===== src/common/gpc_defs.svh =====
// constants for the port c register bank
// assumes inclusion by bare name from common/
`ifndef GPC_DEFS_SVH
`define GPC_DEFS_SVH

// ----------------------------------------
// register byte offsets
// ----------------------------------------
`define GPC_OFS_DIR 16'h6080
`define GPC_OFS_LVL 16'h6090
`define GPC_OFS_LAT 16'h60A0
`define GPC_OFS_ODC 16'h60B0
`define GPC_ADDR_W 16
// alias sub-offsets, address bits 3:2
`define GPC_SUB_BASE 2'h0
`define GPC_SUB_CLR 2'h1
`define GPC_SUB_SET 2'h2
`define GPC_SUB_INV 2'h3
// ----------------------------------------
// pin masks and reset values
// ----------------------------------------
`define GPC_MASK_LARGE 16'hF01E
`define GPC_MASK_SMALL 16'hF000
`define GPC_DIR_RST_LARGE 16'hF01E
`define GPC_DIR_RST_SMALL 16'hF000
`define GPC_ODC_RST 16'h0000
`define GPC_LAT_RST 16'h0000
`define GPC_ZERO16 16'h0000
`define GPC_RESP_OKAY 2'b00
`define GPC_RESP_SLVERR 2'b10

`endif


===== src/common/gpc_pkg.sv =====
// types for the port c register bank
// assumes gpc_defs.svh is on the include path
package gpc_pkg;
  typedef enum logic [2:0] {
    GPC_REG_DIR,
    GPC_REG_LVL,
    GPC_REG_LAT,
    GPC_REG_ODC,
    GPC_REG_NONE
  } gpc_reg_t;

  typedef enum logic [1:0] {
    GPC_OP_WRITE,
    GPC_OP_CLR,
    GPC_OP_SET,
    GPC_OP_INV
  } gpc_op_t;
endpackage : gpc_pkg


===== src/common/gpc_wr_if.sv =====
// register write request carrier between bus slave and core
// assumes one clock domain
`timescale 1ns/100ps
interface gpc_wr_if;
  logic wr_en;
  gpc_pkg::gpc_reg_t wr_reg;
  gpc_pkg::gpc_op_t wr_op;
  logic [15:0] wr_data;
  gpc_pkg::gpc_reg_t rd_reg;
  logic [15:0] rd_data;
  modport slave (output wr_en, output wr_reg, output wr_op, output wr_data, output rd_reg, input rd_data);
  modport core (input wr_en, input wr_reg, input wr_op, input wr_data, input rd_reg, output rd_data);
endinterface : gpc_wr_if


===== src/gpc_axil_slave.sv =====
// axi4-lite slave: decodes port c offsets and aliases
// assumes synchronous active-low reset and one clock
`timescale 1ns/100ps
`include "gpc_defs.svh"
module gpc_axil_slave (
  // clock and reset
  input wire logic aclk,
  input wire logic aresetn,
  // write address and data
  input wire logic [31:0] s_axil_awaddr,
  input wire logic s_axil_awvalid,
  output logic s_axil_awready,
  input wire logic [31:0] s_axil_wdata,
  input wire logic [3:0] s_axil_wstrb,
  input wire logic s_axil_wvalid,
  output logic s_axil_wready,
  // write response
  output logic [1:0] s_axil_bresp,
  output logic s_axil_bvalid,
  input wire logic s_axil_bready,
  // read
  input wire logic [31:0] s_axil_araddr,
  input wire logic s_axil_arvalid,
  output logic s_axil_arready,
  output logic [31:0] s_axil_rdata,
  output logic [1:0] s_axil_rresp,
  output logic s_axil_rvalid,
  input wire logic s_axil_rready,
  // core side
  gpc_wr_if.slave regs
);
  typedef struct packed {
    logic aw_have;
    logic [15:0] aw_addr;
    logic w_have;
    logic [15:0] w_data;
    logic [1:0] w_strb;
    logic bvalid;
    logic [1:0] bresp;
    logic rvalid;
    logic [31:0] rdata;
    logic [1:0] rresp;
  } gpc_slv_t;

  gpc_slv_t s_q;
  gpc_slv_t s_d;

  // ----------------------------------------
  // decode, used by both write and read paths
  // ----------------------------------------
  function automatic gpc_pkg::gpc_reg_t gpc_decode(input logic [15:0] a);
    logic [15:0] base;
    base = {a[15:4], 4'h0};
    if (a[1:0] != 2'b00) begin
      return gpc_pkg::GPC_REG_NONE;
    end
    if (base == `GPC_OFS_DIR) begin
      return gpc_pkg::GPC_REG_DIR; // [RULE1]
    end
    if (base == `GPC_OFS_LVL) begin
      return gpc_pkg::GPC_REG_LVL; // [RULE1]
    end
    if (base == `GPC_OFS_LAT) begin
      return gpc_pkg::GPC_REG_LAT; // [RULE2]
    end
    if (base == `GPC_OFS_ODC) begin
      return gpc_pkg::GPC_REG_ODC; // [RULE2]
    end
    return gpc_pkg::GPC_REG_NONE;
  endfunction : gpc_decode

  logic do_wr;
  gpc_pkg::gpc_reg_t wreg;
  gpc_pkg::gpc_reg_t rreg;

  always_comb begin
    wreg = gpc_decode(s_q.aw_addr);
    rreg = gpc_decode(s_axil_araddr[15:0]);
    do_wr = s_q.aw_have && s_q.w_have && !s_q.bvalid;
    s_axil_awready = !s_q.aw_have;
    s_axil_wready = !s_q.w_have;
    s_axil_arready = !s_q.rvalid;
    s_axil_bvalid = s_q.bvalid;
    s_axil_bresp = s_q.bresp;
    s_axil_rvalid = s_q.rvalid;
    s_axil_rdata = s_q.rdata;
    s_axil_rresp = s_q.rresp;
    regs.wr_en = do_wr && (wreg != gpc_pkg::GPC_REG_NONE);
    regs.wr_reg = wreg;
    // aliases are bits 3:2; the enum order matches the sub-offset codes
    regs.wr_op = gpc_pkg::gpc_op_t'(s_q.aw_addr[3:2]); // [RULE8]
    // upper byte lanes carry only unimplemented bits, so strobes 3:2 are moot
    regs.wr_data = s_q.w_data & {{8{s_q.w_strb[1]}}, {8{s_q.w_strb[0]}}};
    regs.rd_reg = rreg;
    s_d = s_q;
    if (s_axil_awvalid && !s_q.aw_have) begin
      s_d.aw_have = 1'b1;
      s_d.aw_addr = s_axil_awaddr[15:0];
    end
    if (s_axil_wvalid && !s_q.w_have) begin
      s_d.w_have = 1'b1;
      s_d.w_data = s_axil_wdata[15:0];
      s_d.w_strb = s_axil_wstrb[1:0];
    end
    if (do_wr) begin
      s_d.aw_have = 1'b0;
      s_d.w_have = 1'b0;
      s_d.bvalid = 1'b1;
      s_d.bresp = (wreg == gpc_pkg::GPC_REG_NONE) ? `GPC_RESP_SLVERR : `GPC_RESP_OKAY;
    end
    if (s_q.bvalid && s_axil_bready) begin
      s_d.bvalid = 1'b0;
    end
    if (s_axil_arvalid && !s_q.rvalid) begin
      s_d.rvalid = 1'b1;
      s_d.rdata = {`GPC_ZERO16, regs.rd_data}; // [RULE3]
      // alias addresses are write only and read back zero
      if (rreg == gpc_pkg::GPC_REG_NONE) begin
        s_d.rresp = `GPC_RESP_SLVERR;
        s_d.rdata = 32'h0000_0000;
      end else begin
        s_d.rresp = `GPC_RESP_OKAY;
        if (s_axil_araddr[3:2] != `GPC_SUB_BASE) begin
          s_d.rdata = 32'h0000_0000;
        end
      end
    end else if (s_q.rvalid && s_axil_rready) begin
      s_d.rvalid = 1'b0;
    end
    if (!aresetn) begin
      s_d = '0;
    end
  end

  always_ff @(posedge aclk) begin
    s_q <= s_d;
  end
endmodule : gpc_axil_slave


===== src/gpc_pin_ctrl.sv =====
// pin pad control: direction, latch and open-drain to pad enables
// assumes pads are resolved outside from out and oe
`timescale 1ns/100ps
module gpc_pin_ctrl (
  // register state
  input wire logic [15:0] dir,
  input wire logic [15:0] lat,
  input wire logic [15:0] odc,
  input wire logic [15:0] mask,
  // pads
  output logic [15:0] pin_out,
  output logic [15:0] pin_oe
);
  always_comb begin
    // direction bit high means input; open drain only drives low
    pin_out = lat & mask;
    pin_oe = ~dir & mask & ~(odc & lat);
  end
endmodule : gpc_pin_ctrl


===== src/gpc_port.sv =====
// port c register bank top: axi4-lite registers and pin pads
// assumes pin inputs synchronous to aclk, reset synchronous active low
//
// Summary of operation
// [RULE1] direction at 0x6080, pin level at 0x6090.
// [RULE2] output latch at 0x60A0, open-drain select at 0x60B0, 32 bits.
// [RULE3] bits 31:16 and unassigned pins ignore writes and read zero.
// [RULE4] large variant: pins 15:12 and 4:1, direction resets to F01E.
// [RULE5] small variant: pins 15:12 only, direction resets to F000.
// [RULE6] level and latch pin bits undefined after reset, upper half zero.
// [RULE7] open-drain select resets to zero on every reset.
// [RULE8] clear, set, invert aliases at base plus 0x4, 0x8, 0xC.
// [RULE9] alias writes clear, set or toggle only the one bits written.
`timescale 1ns/100ps
`include "gpc_defs.svh"
module gpc_port #(
  parameter bit LARGE_VARIANT = 1'b1
) (
  // clock and reset
  input wire logic aclk,
  input wire logic aresetn,
  // axi4-lite write address and data
  input wire logic [31:0] s_axil_awaddr,
  input wire logic s_axil_awvalid,
  output logic s_axil_awready,
  input wire logic [31:0] s_axil_wdata,
  input wire logic [3:0] s_axil_wstrb,
  input wire logic s_axil_wvalid,
  output logic s_axil_wready,
  // axi4-lite write response
  output logic [1:0] s_axil_bresp,
  output logic s_axil_bvalid,
  input wire logic s_axil_bready,
  // axi4-lite read
  input wire logic [31:0] s_axil_araddr,
  input wire logic s_axil_arvalid,
  output logic s_axil_arready,
  output logic [31:0] s_axil_rdata,
  output logic [1:0] s_axil_rresp,
  output logic s_axil_rvalid,
  input wire logic s_axil_rready,
  // port pins, bit n is pin n
  input wire logic [15:0] pin_in,
  output logic [15:0] pin_out,
  output logic [15:0] pin_oe
);
  // ----------------------------------------
  // state
  // ----------------------------------------
  typedef struct packed {
    logic [15:0] dir;
    logic [15:0] lat;
    logic [15:0] odc;
    logic [15:0] lvl;
  } gpc_state_t;

  gpc_state_t r_q;
  gpc_state_t r_d;

  localparam logic [15:0] PIN_MASK = LARGE_VARIANT ? `GPC_MASK_LARGE : `GPC_MASK_SMALL; // [RULE4] [RULE5]
  localparam logic [15:0] DIR_RST = LARGE_VARIANT ? `GPC_DIR_RST_LARGE : `GPC_DIR_RST_SMALL; // [RULE4] [RULE5]

  gpc_wr_if regs ();

  gpc_axil_slave u_slave (
    .aclk(aclk),
    .aresetn(aresetn),
    .s_axil_awaddr(s_axil_awaddr),
    .s_axil_awvalid(s_axil_awvalid),
    .s_axil_awready(s_axil_awready),
    .s_axil_wdata(s_axil_wdata),
    .s_axil_wstrb(s_axil_wstrb),
    .s_axil_wvalid(s_axil_wvalid),
    .s_axil_wready(s_axil_wready),
    .s_axil_bresp(s_axil_bresp),
    .s_axil_bvalid(s_axil_bvalid),
    .s_axil_bready(s_axil_bready),
    .s_axil_araddr(s_axil_araddr),
    .s_axil_arvalid(s_axil_arvalid),
    .s_axil_arready(s_axil_arready),
    .s_axil_rdata(s_axil_rdata),
    .s_axil_rresp(s_axil_rresp),
    .s_axil_rvalid(s_axil_rvalid),
    .s_axil_rready(s_axil_rready),
    .regs(regs)
  );

  gpc_pin_ctrl u_pins (
    .dir(r_q.dir),
    .lat(r_q.lat),
    .odc(r_q.odc),
    .mask(PIN_MASK),
    .pin_out(pin_out),
    .pin_oe(pin_oe)
  );

  // ----------------------------------------
  // alias arithmetic
  // ----------------------------------------
  function automatic logic [15:0] gpc_apply(input logic [15:0] cur, input gpc_pkg::gpc_op_t op,
                                             input logic [15:0] data, input logic [15:0] mask);
    logic [15:0] nxt;
    unique case (op)
      gpc_pkg::GPC_OP_WRITE: nxt = data;
      gpc_pkg::GPC_OP_CLR: nxt = cur & ~data; // [RULE9]
      gpc_pkg::GPC_OP_SET: nxt = cur | data; // [RULE9]
      gpc_pkg::GPC_OP_INV: nxt = cur ^ data; // [RULE9]
    endcase
    return nxt & mask; // [RULE3]
  endfunction : gpc_apply

  always_comb begin
    r_d = r_q;
    // level register samples the pads every cycle out of reset; it is the pin state
    r_d.lvl = pin_in & PIN_MASK; // [RULE3]
    if (regs.wr_en) begin
      unique case (regs.wr_reg)
        gpc_pkg::GPC_REG_DIR: r_d.dir = gpc_apply(r_q.dir, regs.wr_op, regs.wr_data, PIN_MASK);
        // a write to the level register lands in the latch, as ports usually do
        gpc_pkg::GPC_REG_LVL: r_d.lat = gpc_apply(r_q.lat, regs.wr_op, regs.wr_data, PIN_MASK);
        gpc_pkg::GPC_REG_LAT: r_d.lat = gpc_apply(r_q.lat, regs.wr_op, regs.wr_data, PIN_MASK);
        gpc_pkg::GPC_REG_ODC: r_d.odc = gpc_apply(r_q.odc, regs.wr_op, regs.wr_data, PIN_MASK);
        default: r_d = r_d;
      endcase
    end
    unique case (regs.rd_reg)
      gpc_pkg::GPC_REG_DIR: regs.rd_data = r_q.dir;
      gpc_pkg::GPC_REG_LVL: regs.rd_data = r_q.lvl;
      gpc_pkg::GPC_REG_LAT: regs.rd_data = r_q.lat;
      gpc_pkg::GPC_REG_ODC: regs.rd_data = r_q.odc;
      default: regs.rd_data = `GPC_ZERO16;
    endcase
    if (!aresetn) begin
      r_d.dir = DIR_RST; // [RULE4] [RULE5]
      r_d.odc = `GPC_ODC_RST; // [RULE7]
      // level and latch are undefined by spec; zero chosen, upper half zero anyway
      r_d.lat = `GPC_LAT_RST; // [RULE6]
      r_d.lvl = `GPC_ZERO16; // [RULE6]
    end
  end

  always_ff @(posedge aclk) begin
    r_q <= r_d;
  end
endmodule : gpc_port


===== config.mk =====
export PLATFORM = sky130hd
export DESIGN_NAME = gpc_port
export DESIGN_NICKNAME = d
export VERILOG_FILES = /design/src/common/gpc_pkg.sv /design/src/common/gpc_wr_if.sv /design/src/gpc_axil_slave.sv /design/src/gpc_pin_ctrl.sv /design/src/gpc_port.sv
export VERILOG_INCLUDE_DIRS = /design/src /design/src/common
export SDC_FILE = /design/constraint.sdc
export NUM_CORES = 1
export LEC_CHECK = 0
export ABC_CLOCK_PERIOD_IN_PS = 1800
export BUFFER_PORTS_ARGS = -buffer_cell sky130_fd_sc_hd__clkbuf_2
export CAP_MARGIN = 20
export CELL_PAD_IN_SITES_DETAIL_PLACEMENT = 1
export CELL_PAD_IN_SITES_GLOBAL_PLACEMENT = 1
export CORE_ASPECT_RATIO = 0.5
export CORE_MARGIN = 5
export CORE_UTILIZATION = 32
export CTS_CLUSTER_SIZE = 40
export DETAILED_ROUTE_END_ITERATION = 12
export PLACE_DENSITY = 0.88
export SLEW_MARGIN = 25
export SYNTH_ARGS = -nofsm -noshare
export SYNTH_HDL_FRONTEND = slang
export SYNTH_SLANG_ARGS = --single-unit

===== constraint.sdc =====
create_clock -name aclk -period 1.8 [get_ports aclk]
set_input_delay 0.27 -clock aclk [delete_from_list [all_inputs] [get_ports aclk]]
set_output_delay 0.27 -clock aclk [all_outputs]
set_load 0.005 [all_outputs]

==> results of run 1 <==
[what timing repair did]
| item | in CTS | in global routing |
|---|---|---|
| resized for setup | 5 | 4 |
| pin swaps | 0 | 2 |
| setup buffers | 1 | 0 |
| hold buffers | 0 | 0 |
| setup endpoints to repair | 24 | 24 |
[power breakdown]
part	total, mW	internal, mW	switching [mW]
combinational	0.476	0.198	0.278
clock	1.68	0.938	0.746
sequential	1.70	1.65	0.0545
[per-stage QoR]
step	setup TNS [ns]	cell area, um2	setup slack, ns	instances	hold WS (ns)
detailed placement	-1.509	5220	-0.1116	805	0.4454
CTS	-2.380	5523	-0.1415	822	0.1242
floorplan	0	4847	0.006751	580	0.3701
finish	-3.137	5542	-0.1875	822	0.1325
global route	-4.439	5542	-0.2351	822	0.1360
global placement	-0.7320	5220	-0.07854	805	0.4347
[sequential cells by signal, indices dropped and copies added, names as in the netlist]
register and flops:
u_slave.s_q 26, u_slave.s_axil_rresp 1, u_slave.regs.wr_op 2, u_slave.s_axil_bvalid 1
r_q 32, u_slave.s_axil_rdata 8, u_slave.s_axil_rvalid 1, u_slave.s_axil_bresp 1
[worst max-delay path by stage]
stage	start	endpoint	slack, ns	depth (start not counted)
after floorplan	u_slave.s_q[72]$_SDFFE_PN0P_	r_q[17]$_SDFFE_PN0P_	0.007	5
after global placement	u_slave.s_q[57]$_SDFFE_PN0P_	r_q[63]$_SDFFE_PN1P_	-0.08	5
after detailed placement	u_slave.s_q[57]$_SDFFE_PN0P_	r_q[61]$_SDFFE_PN1P_	-0.11	5
after CTS	u_slave.s_q[72]$_SDFFE_PN0P_	r_q[34]$_SDFFE_PN0P_	-0.14	6
after global routing	u_slave.s_q[67]$_SDFFE_PN0P_	r_q[18]$_SDFFE_PN0P_	-0.24	5
final	u_slave.s_q[67]$_SDFFE_PN0P_	r_q[34]$_SDFFE_PN0P_	-0.19	6
[layer usage]
metal | wire length (um) | up-vias
met5 | 0 | -
met4 | 974 | 0
met3 | 934 | 72
met2 | 7857 | 197
met1 | 6047 | 1978
li1 | - | 1882
[worst max-delay path, stage by stage (launching register included)]
cell	delay [ns]
dfxtp_2	0.32
or4b_4	0.55
nor4_4	0.37
buf_4	0.22
nand2_4	0.06
buf_12	0.16
mux2i_4	0.18
[cell usage in the layout (no fill, tap or decap), types with 4 or more instances in the layout]
master     count
a21oi_1       41
o221ai_1      12
conb_1        42
mux4_2         8
mux2i_1       33
nand4bb_1      6
and2_1         8
buf_12         4
nor2b_1        4
o21ai_0        8
nand2_1      115
o2111ai_1      6
buf_4         23
dfxtp_1       69
mux2_2        14
clkbuf_16      9
ha_1          48
o2bb2ai_1      4
nor2_1        11
inv_1         36
clkbuf_2      87
[area by class of cell]
type | count | area [um2] | share of cell area
multi-input combinational | 384 | 2736 | 0.4938
sequential | 72 | 1445 | 0.2608
timing repair buffer | 115 | 699.4 | 0.1262
tap | 198 | 247.7 | 0.04471
clock buffer | 10 | 229.0 | 0.04132
inverter | 37 | 138.9 | 0.02506
clock inverter | 6 | 45.04 | 0.008128
[cells by family after synthesis]
| group | after synthesis | synth area share |
|---|---|---|
| adders and majority gates | 48 | 0.1280 |
| other | 1 | 0.0007990 |
| and+or+nand+nor | 160 | 0.1648 |
| xor gates and xnor gates | 1 | 0.001867 |
| muxes | 56 | 0.1445 |
| DFF | 72 | 0.3071 |
| AOI/OAI and AO/OA | 77 | 0.1034 |
| buffers and inverters | 124 | 0.1496 |
==> reports/metrics.yaml, run 1 <==
detailed_routing:
  route.detailed.drc: 0
  first_pass_iters: 4
  final_antenna_net_count: 0
  avgRoutedWirePerCell_um: 19.24
  via_per_inst: 5.023
  vias: 4129
  drtIter0Drc: 224
  totalWireLength_um: 15810
die:
  row_count: 31
  die_w_um: 181.3
  core_mm2: 0.01443
  die_area_mm2: 0.01734
  pin_count: 196
  die_y_um: 95.64
  floorplan.initialDensity: 0.3253
grt:
  top_usage_layer: "met2"
  grt_pass1_vias: 4507
  use_met1: 0.1985
  antenna_found_initial: 0
  grt_use_total: 0.1835
  grt_pass1_wl_um: 24670
  grt_max_degree: 55
  use_met2: 0.3327
  gr-total-overflow: 0
  met3_usage: 0.03430
placed_design:
  portBuffers: 87
  dpl.hpwl_um: 10080
  gp_congestion: 0.7687
synthesis:
  syn_inst: 539
  synth_top_cell_area_share: 0.3071
  syn_area_per_cell_um2: 8.707
  synth_edf_count: 0
  ys_types: 39
  synthFlopType: "dfxtp_1"
  ys_warn_count: 0
  synthesis.area_mm2: 0.004693
  synth_top_area_cell: "dfxtp_1"
  synthMostInstantiatedCell: "nand2_1"
  ys_top_cells_by_count: "115 x nand2_1, 72 x dfxtp_1, 60 x buf_4"
  synth_seq_cells: 72
  ys_async_sr_fraction: 0
  ys_seq_area_frac: 0.3071
  synthTopCellsByArea: "dfxtp_1 31%, ha_1 13%, buf_4 9.6%"
sta:
  finalHoldViolCount: 0
  rsz0062_at_grt: "yes"
  fin_crit_sh: 1.104
  tightest_slew_ns: 0.8547
  max_slew_margin: 0.4281
  layout_min_cycle_time_ns: 1.988
  setup_slack_ns: -0.1875
  setup_violations: 24
  fin_skew_ns: 0.01056
  slew_violations: 0
  max_freq_mhz: 503.1
setup_path:
  r2r-end: "r_q[34]$_SDFFE_PN0P_"
  end_kind: "flip-flop"
  crit_required_ns: 2.02
  arrival_ns: 2.21
  startpoint_type: "flip-flop"
  crit_fanout: 8
  regToRegSetupSlack_ns: -0.19
  reg2reg_from: "u_slave.s_q[67]$_SDFFE_PN0P_"
  r2r_cells: 6
  crit_type: "reg2reg"
power:
  ir_drop_mv: 0.4091
  power.density_mw_per_mm2: 697.2
  totalPowerFinal_mw: 3.863
  p_leak_nw: 2.404
layout:
  final_nets: 790
  drive_gt1_frac: 0.2596
  area_growth_pct: 18.08
  nFillCells: 1743
  antenna_cells: 0
  fin_util: 0.3841
clock_network:
  cts-root-buf: "clkbuf_16"
  clock_path_buffers: 2
  cts_tree: "built"
  clkSinkCount: 72
  h-tree-depth: 3
  cts_made_buffers: 9
  clk_pin_slew_ns: 0.07
  clock_latency_ns: 0.34
run_status:
  violations: "setup timing"
  status: "complete, but fails checks"
run:
  max-cap-violations: 0
hold_path:
  hp-class: "in2reg"
  hold_depth: 2
  min_to: "r_q[12]$_SDFF_PN0_"
  hp-start: "pin_in[12]"
No activity file was read; power rests on OpenSTA's default activity.
==> run 2: changes to the inputs <==
- PLACE_DENSITY: 0.88 -> unset
- PLACE_DENSITY_LB_ADDON: unset -> 0.1
==> reports/metrics.yaml, run 2 (synthesized netlist as in run 1, its figures left out) <==
power:
  power.density_mw_per_mm2: 749.8  # +7.5%
  p_leak_nw: 2.488  # +3.5%
  totalPowerFinal_mw: 4.250  # +10%
  ir_drop_mv: 0.5456  # +33%
clock_network:
  cts_tree: "built"
  clk_pin_slew_ns: 0.06  # about the same
  clock_latency_ns: 0.33  # about the same
  holdBufCountCts: 0  # unchanged
  h-tree-depth: 3  # unchanged
  clkSinkCount: 72  # unchanged
  clock_path_buffers: 2  # unchanged
  cts_setup_buffers: 0  # -1
  cts-root-buf: "clkbuf_16"
  cts_made_buffers: 9  # unchanged
layout:
  final_nets: 798  # +1.0%
  final_cell_mix: "115 x nand2_1, 87 x clkbuf_2, 68 x dfxtp_1"
  final_common_cell: "nand2_1"
  fin_area_mm2: 0.005668  # +2.3%
  area_growth_pct: 20.77
  regMostFlops: "r_q"
  largest_reg_flops: 32  # unchanged
  nFillCells: 1777  # +2.0%
  drive_gt1_frac: 0.2706  # +0.01095
  antenna_cells: 0  # unchanged
setup_path:
  reg2reg_from: "u_slave.s_q[67]$_SDFFE_PN0P_"
  arrival_ns: 2.11  # -0.10 ns
  end_kind: "flip-flop"
  startpoint_type: "flip-flop"
  crit_start: "u_slave.s_q[67]$_SDFFE_PN0P_"
  crit_fanout: 8  # unchanged
  crit_type: "reg2reg"
  crit_required_ns: 2.02  # about the same
detailed_routing:
  vias: 3820  # -7.5%
  route.detailed.drc: 0  # unchanged
  totalWireLength_um: 12660  # -20%
  avgRoutedWirePerCell_um: 15.25  # -21%
  via_per_inst: 4.602  # -8.4%
  drtIter0Drc: 116  # -48%
  first_pass_iters: 4  # unchanged
  final_antenna_net_count: 0  # unchanged
placed_design:
  gp_congestion: 0.7512  # -2.3%
  dpl.hpwl_um: 9355  # -7.2%
  portBuffers: 87  # unchanged
  placed_cell_area_mm2: 0.005300  # +1.5%
sta:
  layout_min_cycle_time_ns: 1.899  # -0.08878 ns
  fin_skew_ns: 0.009991  # -0.0005689 ns
  setup_violations: 24  # unchanged
  setup_slack_ns: -0.09873  # +0.08878 ns
  max_freq_mhz: 526.7  # +4.7%
  max_slew_margin: 0.6186  # +0.1905
  fin_crit_sh: 1.055  # -0.04932
  finalHoldViolCount: 0  # unchanged
  rsz0062_at_grt: "yes"
  tightest_slew_ns: 0.5707  # -0.2840 ns
  slew_violations: 0  # unchanged
grt:
  grt_pass1_vias: 3957  # -12%
  grt_pass1_wl_um: 20180  # -18%
  antenna_found_initial: 0  # unchanged
  gr-total-overflow: 0  # unchanged
  grt_max_degree: 55  # unchanged
  grt_use_total: 0.1482  # -0.03523
hold_path:
  hp-class: "in2reg"
  hp-start: "s_axil_rready"
run:
  max-cap-violations: 0  # unchanged
die:
  core_mm2: 0.01443  # unchanged
  die_area_mm2: 0.01734  # unchanged
  row_count: 31  # unchanged
  floorplan.initialDensity: 0.3253  # unchanged
  die_w_um: 181.3  # unchanged
  die_y_um: 95.64  # unchanged
  pin_count: 196  # unchanged
run_status:
  status: "complete, but fails checks"
  violations: "setup timing"
==> run 2: worst max-delay path, cell delays in order (launching register included) <==
cell	delay, ns
dfxtp_2	0.32
or4b_4	0.54
nor4_4	0.33
buf_4	0.22
nand2_8	0.08
mux2_2	0.29
==> run 2: final timing paths <==
| path | to | slack, ns | cells after the start |
|---|---|---|---|
| max | r_q[63]$_SDFFE_PN1P_ | -0.1 | 5 |
| min | u_slave.s_axil_rvalid$_SDFFE_PN0P_ | 0.12 | 2 |
| max reg2reg | r_q[63]$_SDFFE_PN1P_ | -0.1 | 5 |
| min reg2reg | u_slave.s_axil_rdata[4]$_SDFFE_PN0P_ | 0.45 | 2 |
==> run 2: layer usage <==
layer | up-vias | track usage | routed length (um)
met4 | 0 | 0.02809 | 85
met3 | 10 | 0.03620 | 606
met5 | - | 0 | 0
li1 | 1893 | - | -
met1 | 1831 | 0.1820 | 5897
met2 | 86 | 0.2695 | 6069
==> run 2: report_power, final <==
group / total, mW / switching, mW / internal (mW)
registers: 1.69 / 0.0440 / 1.65
logic: 0.471 / 0.260 / 0.211
clock network: 2.09 / 0.729 / 1.36
total: 4.25 / 1.03 / 3.22
==> run 2: repair_timing <==
item / 4_1_cts / 5_1_grt
pin swaps: 1 / 2
gates resized for setup: 3 / 4
endpoints found under the setup margin: 24 / 24
==> run 2: per-stage QoR <==
step	cells	utilization	TNS [ns]	setup slack [ns]	hold WS (ns)
after global placement	814	0.3673	-0.5103	-0.06903	0.4392
after CTS	830	0.3922	-2.276	-0.1181	0.1058
final	830	0.3928	-1.711	-0.09873	0.1190
after global routing	830	0.3928	-2.920	-0.1467	0.1168
after detailed placement	814	0.3673	-1.694	-0.1156	0.4454
after floorplan	580	-	0	0.006751	0.3701
==> run 2: cell type report <==
class / instances / area [um2] / share of cell area
Clock buffer: 9 / 225.2 / 0.03974
Clock inverter: 7 / 120.1 / 0.02119
Tap cell: 198 / 247.7 / 0.04371
Inverter: 37 / 138.9 / 0.02450
Multi-Input combinational cell: 384 / 2721 / 0.4801
Sequential cell: 72 / 1446 / 0.2552
Timing Repair Buffer: 123 / 768.2 / 0.1355
==> run 3: changes to the inputs <==
- CTS_BUF_LIST: unset -> sky130_fd_sc_hd__clkbuf_4
==> reports/metrics.yaml, run 3 (synthesized netlist as in run 1, its figures left out) <==
run_status:
  status: "complete, but fails checks"
  violations: "setup timing"
grt:
  grt_pass1_wl_um: 20240  # +0.27%
  grt_pass1_vias: 3998  # +1.0%
  antenna_found_initial: 0  # unchanged
  gr-total-overflow: 0  # unchanged
  grt_use_total: 0.1489  # +0.0006581
  grt_max_degree: 55  # unchanged
layout:
  final_cell_mix: "115 x nand2_1, 87 x clkbuf_2, 67 x dfxtp_1"
  final_nets: 804  # +0.75%
  antenna_cells: 0  # unchanged
  area_growth_pct: 18.69
  fin_area_mm2: 0.005570  # -1.7%
  fin_util: 0.3861  # -0.006764
  final_common_cell: "nand2_1"
  instances_no_fill: 836  # +0.72%
  largest_reg_flops: 32  # unchanged
  drive_gt1_frac: 0.2696  # -0.0009771
  regMostFlops: "r_q"
setup_path:
  startpoint_type: "flip-flop"
  path_buf_inv: 1  # unchanged
  crit_chain: "or4b_4, nor4_4, buf_4, nand2_8, mux2_2"
  r2r-end: "r_q[63]$_SDFFE_PN1P_"
  end_kind: "flip-flop"
  reg2reg_from: "u_slave.s_q[67]$_SDFFE_PN0P_"
  crit_required_ns: 2.12  # +0.10 ns
  critical_path.top_delay_family: "simple AND/OR/NAND/NOR gates"
  arrival_ns: 2.22  # +0.11 ns
  crit_fanout: 8  # unchanged
  regToRegSetupSlack_ns: -0.10  # about the same
  cp_slowest_cell: "or4b_4"
  r2r_cells: 5  # unchanged
  crit_type: "reg2reg"
  cp_slowest_stage_delay_ns: 0.54  # about the same
detailed_routing:
  top_layer: "met4"
  route.detailed.drc: 0  # unchanged
  via_per_inst: 4.583  # -0.43%
  totalWireLength_um: 12690  # +0.27%
  first_pass_iters: 4  # unchanged
  avgRoutedWirePerCell_um: 15.18  # -0.45%
  final_antenna_net_count: 0  # unchanged
  vias: 3831  # +0.29%
  drtIter0Drc: 132  # +14%
  met3RoutedLength_um: 642  # +5.9%
  wl_met1_um: 5914  # +0.29%
  wl_met2_um: 6059  # -0.16%
placed_design:
  place_inst: 814  # unchanged
  dpl.hpwl_um: 9355  # unchanged
  portBuffers: 87  # unchanged
  gp_congestion: 0.7512  # unchanged
  dp_slack_ns: -0.1156  # unchanged
  placed_cell_area_mm2: 0.005300  # unchanged
clock_network:
  cts-root-buf: "clkbuf_4"
  clock_latency_ns: 0.43  # +0.10 ns
  clock_path_buffers: 2  # unchanged
  cts_tree: "built"
  clk_pin_slew_ns: 0.14  # +0.08 ns
  clkSinkCount: 72  # unchanged
  cts_setup_buffers: 0  # unchanged
  cts_made_buffers: 9  # unchanged
  h-tree-depth: 3  # unchanged
power:
  intPower_mw: 2.573  # -20%
  ir_drop_mv: 0.2514  # -54%
  p_seq_frac: 0.480  # +0.082
  power.density_mw_per_mm2: 633.5  # -16%
  comb_power_share: 0.136  # +0.025
  swShare: 0.2709  # +0.02778
  p_leak_nw: 2.433  # -2.2%
  totalPowerFinal_mw: 3.529  # -17%
  power.switching_mw: 0.9558  # -7.5%
  p_clk_frac: 0.384  # -0.107
die:
  pin_count: 196  # unchanged
  row_count: 31  # unchanged
  die_area_mm2: 0.01734  # unchanged
  die_y_um: 95.64  # unchanged
  floorplan.initialDensity: 0.3253  # unchanged
  die_w_um: 181.3  # unchanged
  core_mm2: 0.01443  # unchanged
sta:
  max_freq_mhz: 525.3  # -0.25%
  layout_min_cycle_time_ns: 1.903  # +0.004768 ns
  whs_ns: 0.03823  # -0.08082 ns
  fin_skew_ns: 0.01996  # +0.009973 ns
  slew_violations: 0  # unchanged
  max_slew_margin: 0.6165  # -0.002113
  setup_slack_ns: -0.1035  # -0.004768 ns
  rsz0062_at_grt: "yes"
  tns_ns: -1.755  # -0.04403 ns
  finalHoldViolCount: 0  # unchanged
  setup_violations: 24  # unchanged
  tightest_slew_ns: 0.5738  # +0.003162 ns
  fin_crit_sh: 1.057  # +0.002649
hold_path:
  hold_depth: 2  # unchanged
  hp-start: "pin_in[3]"
  min_to: "r_q[3]$_SDFF_PN0_"
  hp-class: "in2reg"
run:
  max-cap-violations: 0  # unchanged
==> run 3: cell count changes in the layout (fill, tap and decap cells not counted), sizes merged <==
cell	previous run	this run
dlygate4sd3	0	6
==> run 3: layout make-up <==
| type | count | area, um2 |
|---|---|---|
| Fill cell | 1785 | 8859 |
| Timing Repair Buffer | 129 | 832.0 |
| Sequential cell | 72 | 1448 |
| Tap cell | 198 | 247.7 |
| Multi-Input combinational cell | 384 | 2716 |
| Inverter | 37 | 138.9 |
| Clock buffer | 9 | 67.56 |
| Clock inverter | 7 | 120.1 |
==> run 3: worst max-delay path by stage <==
| stage | start | endpoint | cells after the start |
|---|---|---|---|
| after floorplan | u_slave.s_q[72]$_SDFFE_PN0P_ | r_q[17]$_SDFFE_PN0P_ | 5 |
| after global placement | u_slave.s_q[39]$_SDFFE_PN0P_ | r_q[61]$_SDFFE_PN1P_ | 6 |
| after detailed placement | u_slave.s_q[39]$_SDFFE_PN0P_ | r_q[61]$_SDFFE_PN1P_ | 6 |
| after CTS | u_slave.s_q[57]$_SDFFE_PN0P_ | r_q[62]$_SDFFE_PN1P_ | 5 |
| after global routing | u_slave.s_q[67]$_SDFFE_PN0P_ | r_q[34]$_SDFFE_PN0P_ | 6 |
| final | u_slave.s_q[67]$_SDFFE_PN0P_ | r_q[63]$_SDFFE_PN1P_ | 5 |
==> run 3: layer usage <==
layer / GRT usage / up-vias
met2: 0.2695 / 82
met1: 0.1836 / 1839
met5: 0 / -
li1: - / 1903
met3: 0.03659 / 7
met4: 0.02809 / 0
==> run 3: what timing repair did <==
item                                    CTS  global route
resized for setup                         4             4
hold endpoints to repair                  5             1
endpoints found under the setup margin   24            24
pin swaps                                 1             2
hold buffers                              5             1
==> run 3: power by group through the flow <==
| stage | Combinational (mW) | Clock [mW] | Sequential (mW) |
|---|---|---|---|
| 2_1_floorplan | 0.350 | 0 | 1.71 |
| 3_3_place_gp | 0.464 | 0 | 1.72 |
| 3_5_place_dp | 0.472 | 0 | 1.73 |
| 4_1_cts | 0.486 | 1.42 | 1.69 |
| 5_1_grt | 0.537 | 1.48 | 1.70 |
| 6_report | 0.481 | 1.36 | 1.69 |
==> run 3: worst register-to-register path, stage by stage (launching register included) <==
cell and delay (ns):
dfxtp_2 0.35, or4b_4 0.54, nor4_4 0.33, buf_4 0.21, nand2_8 0.08, mux2_2 0.29
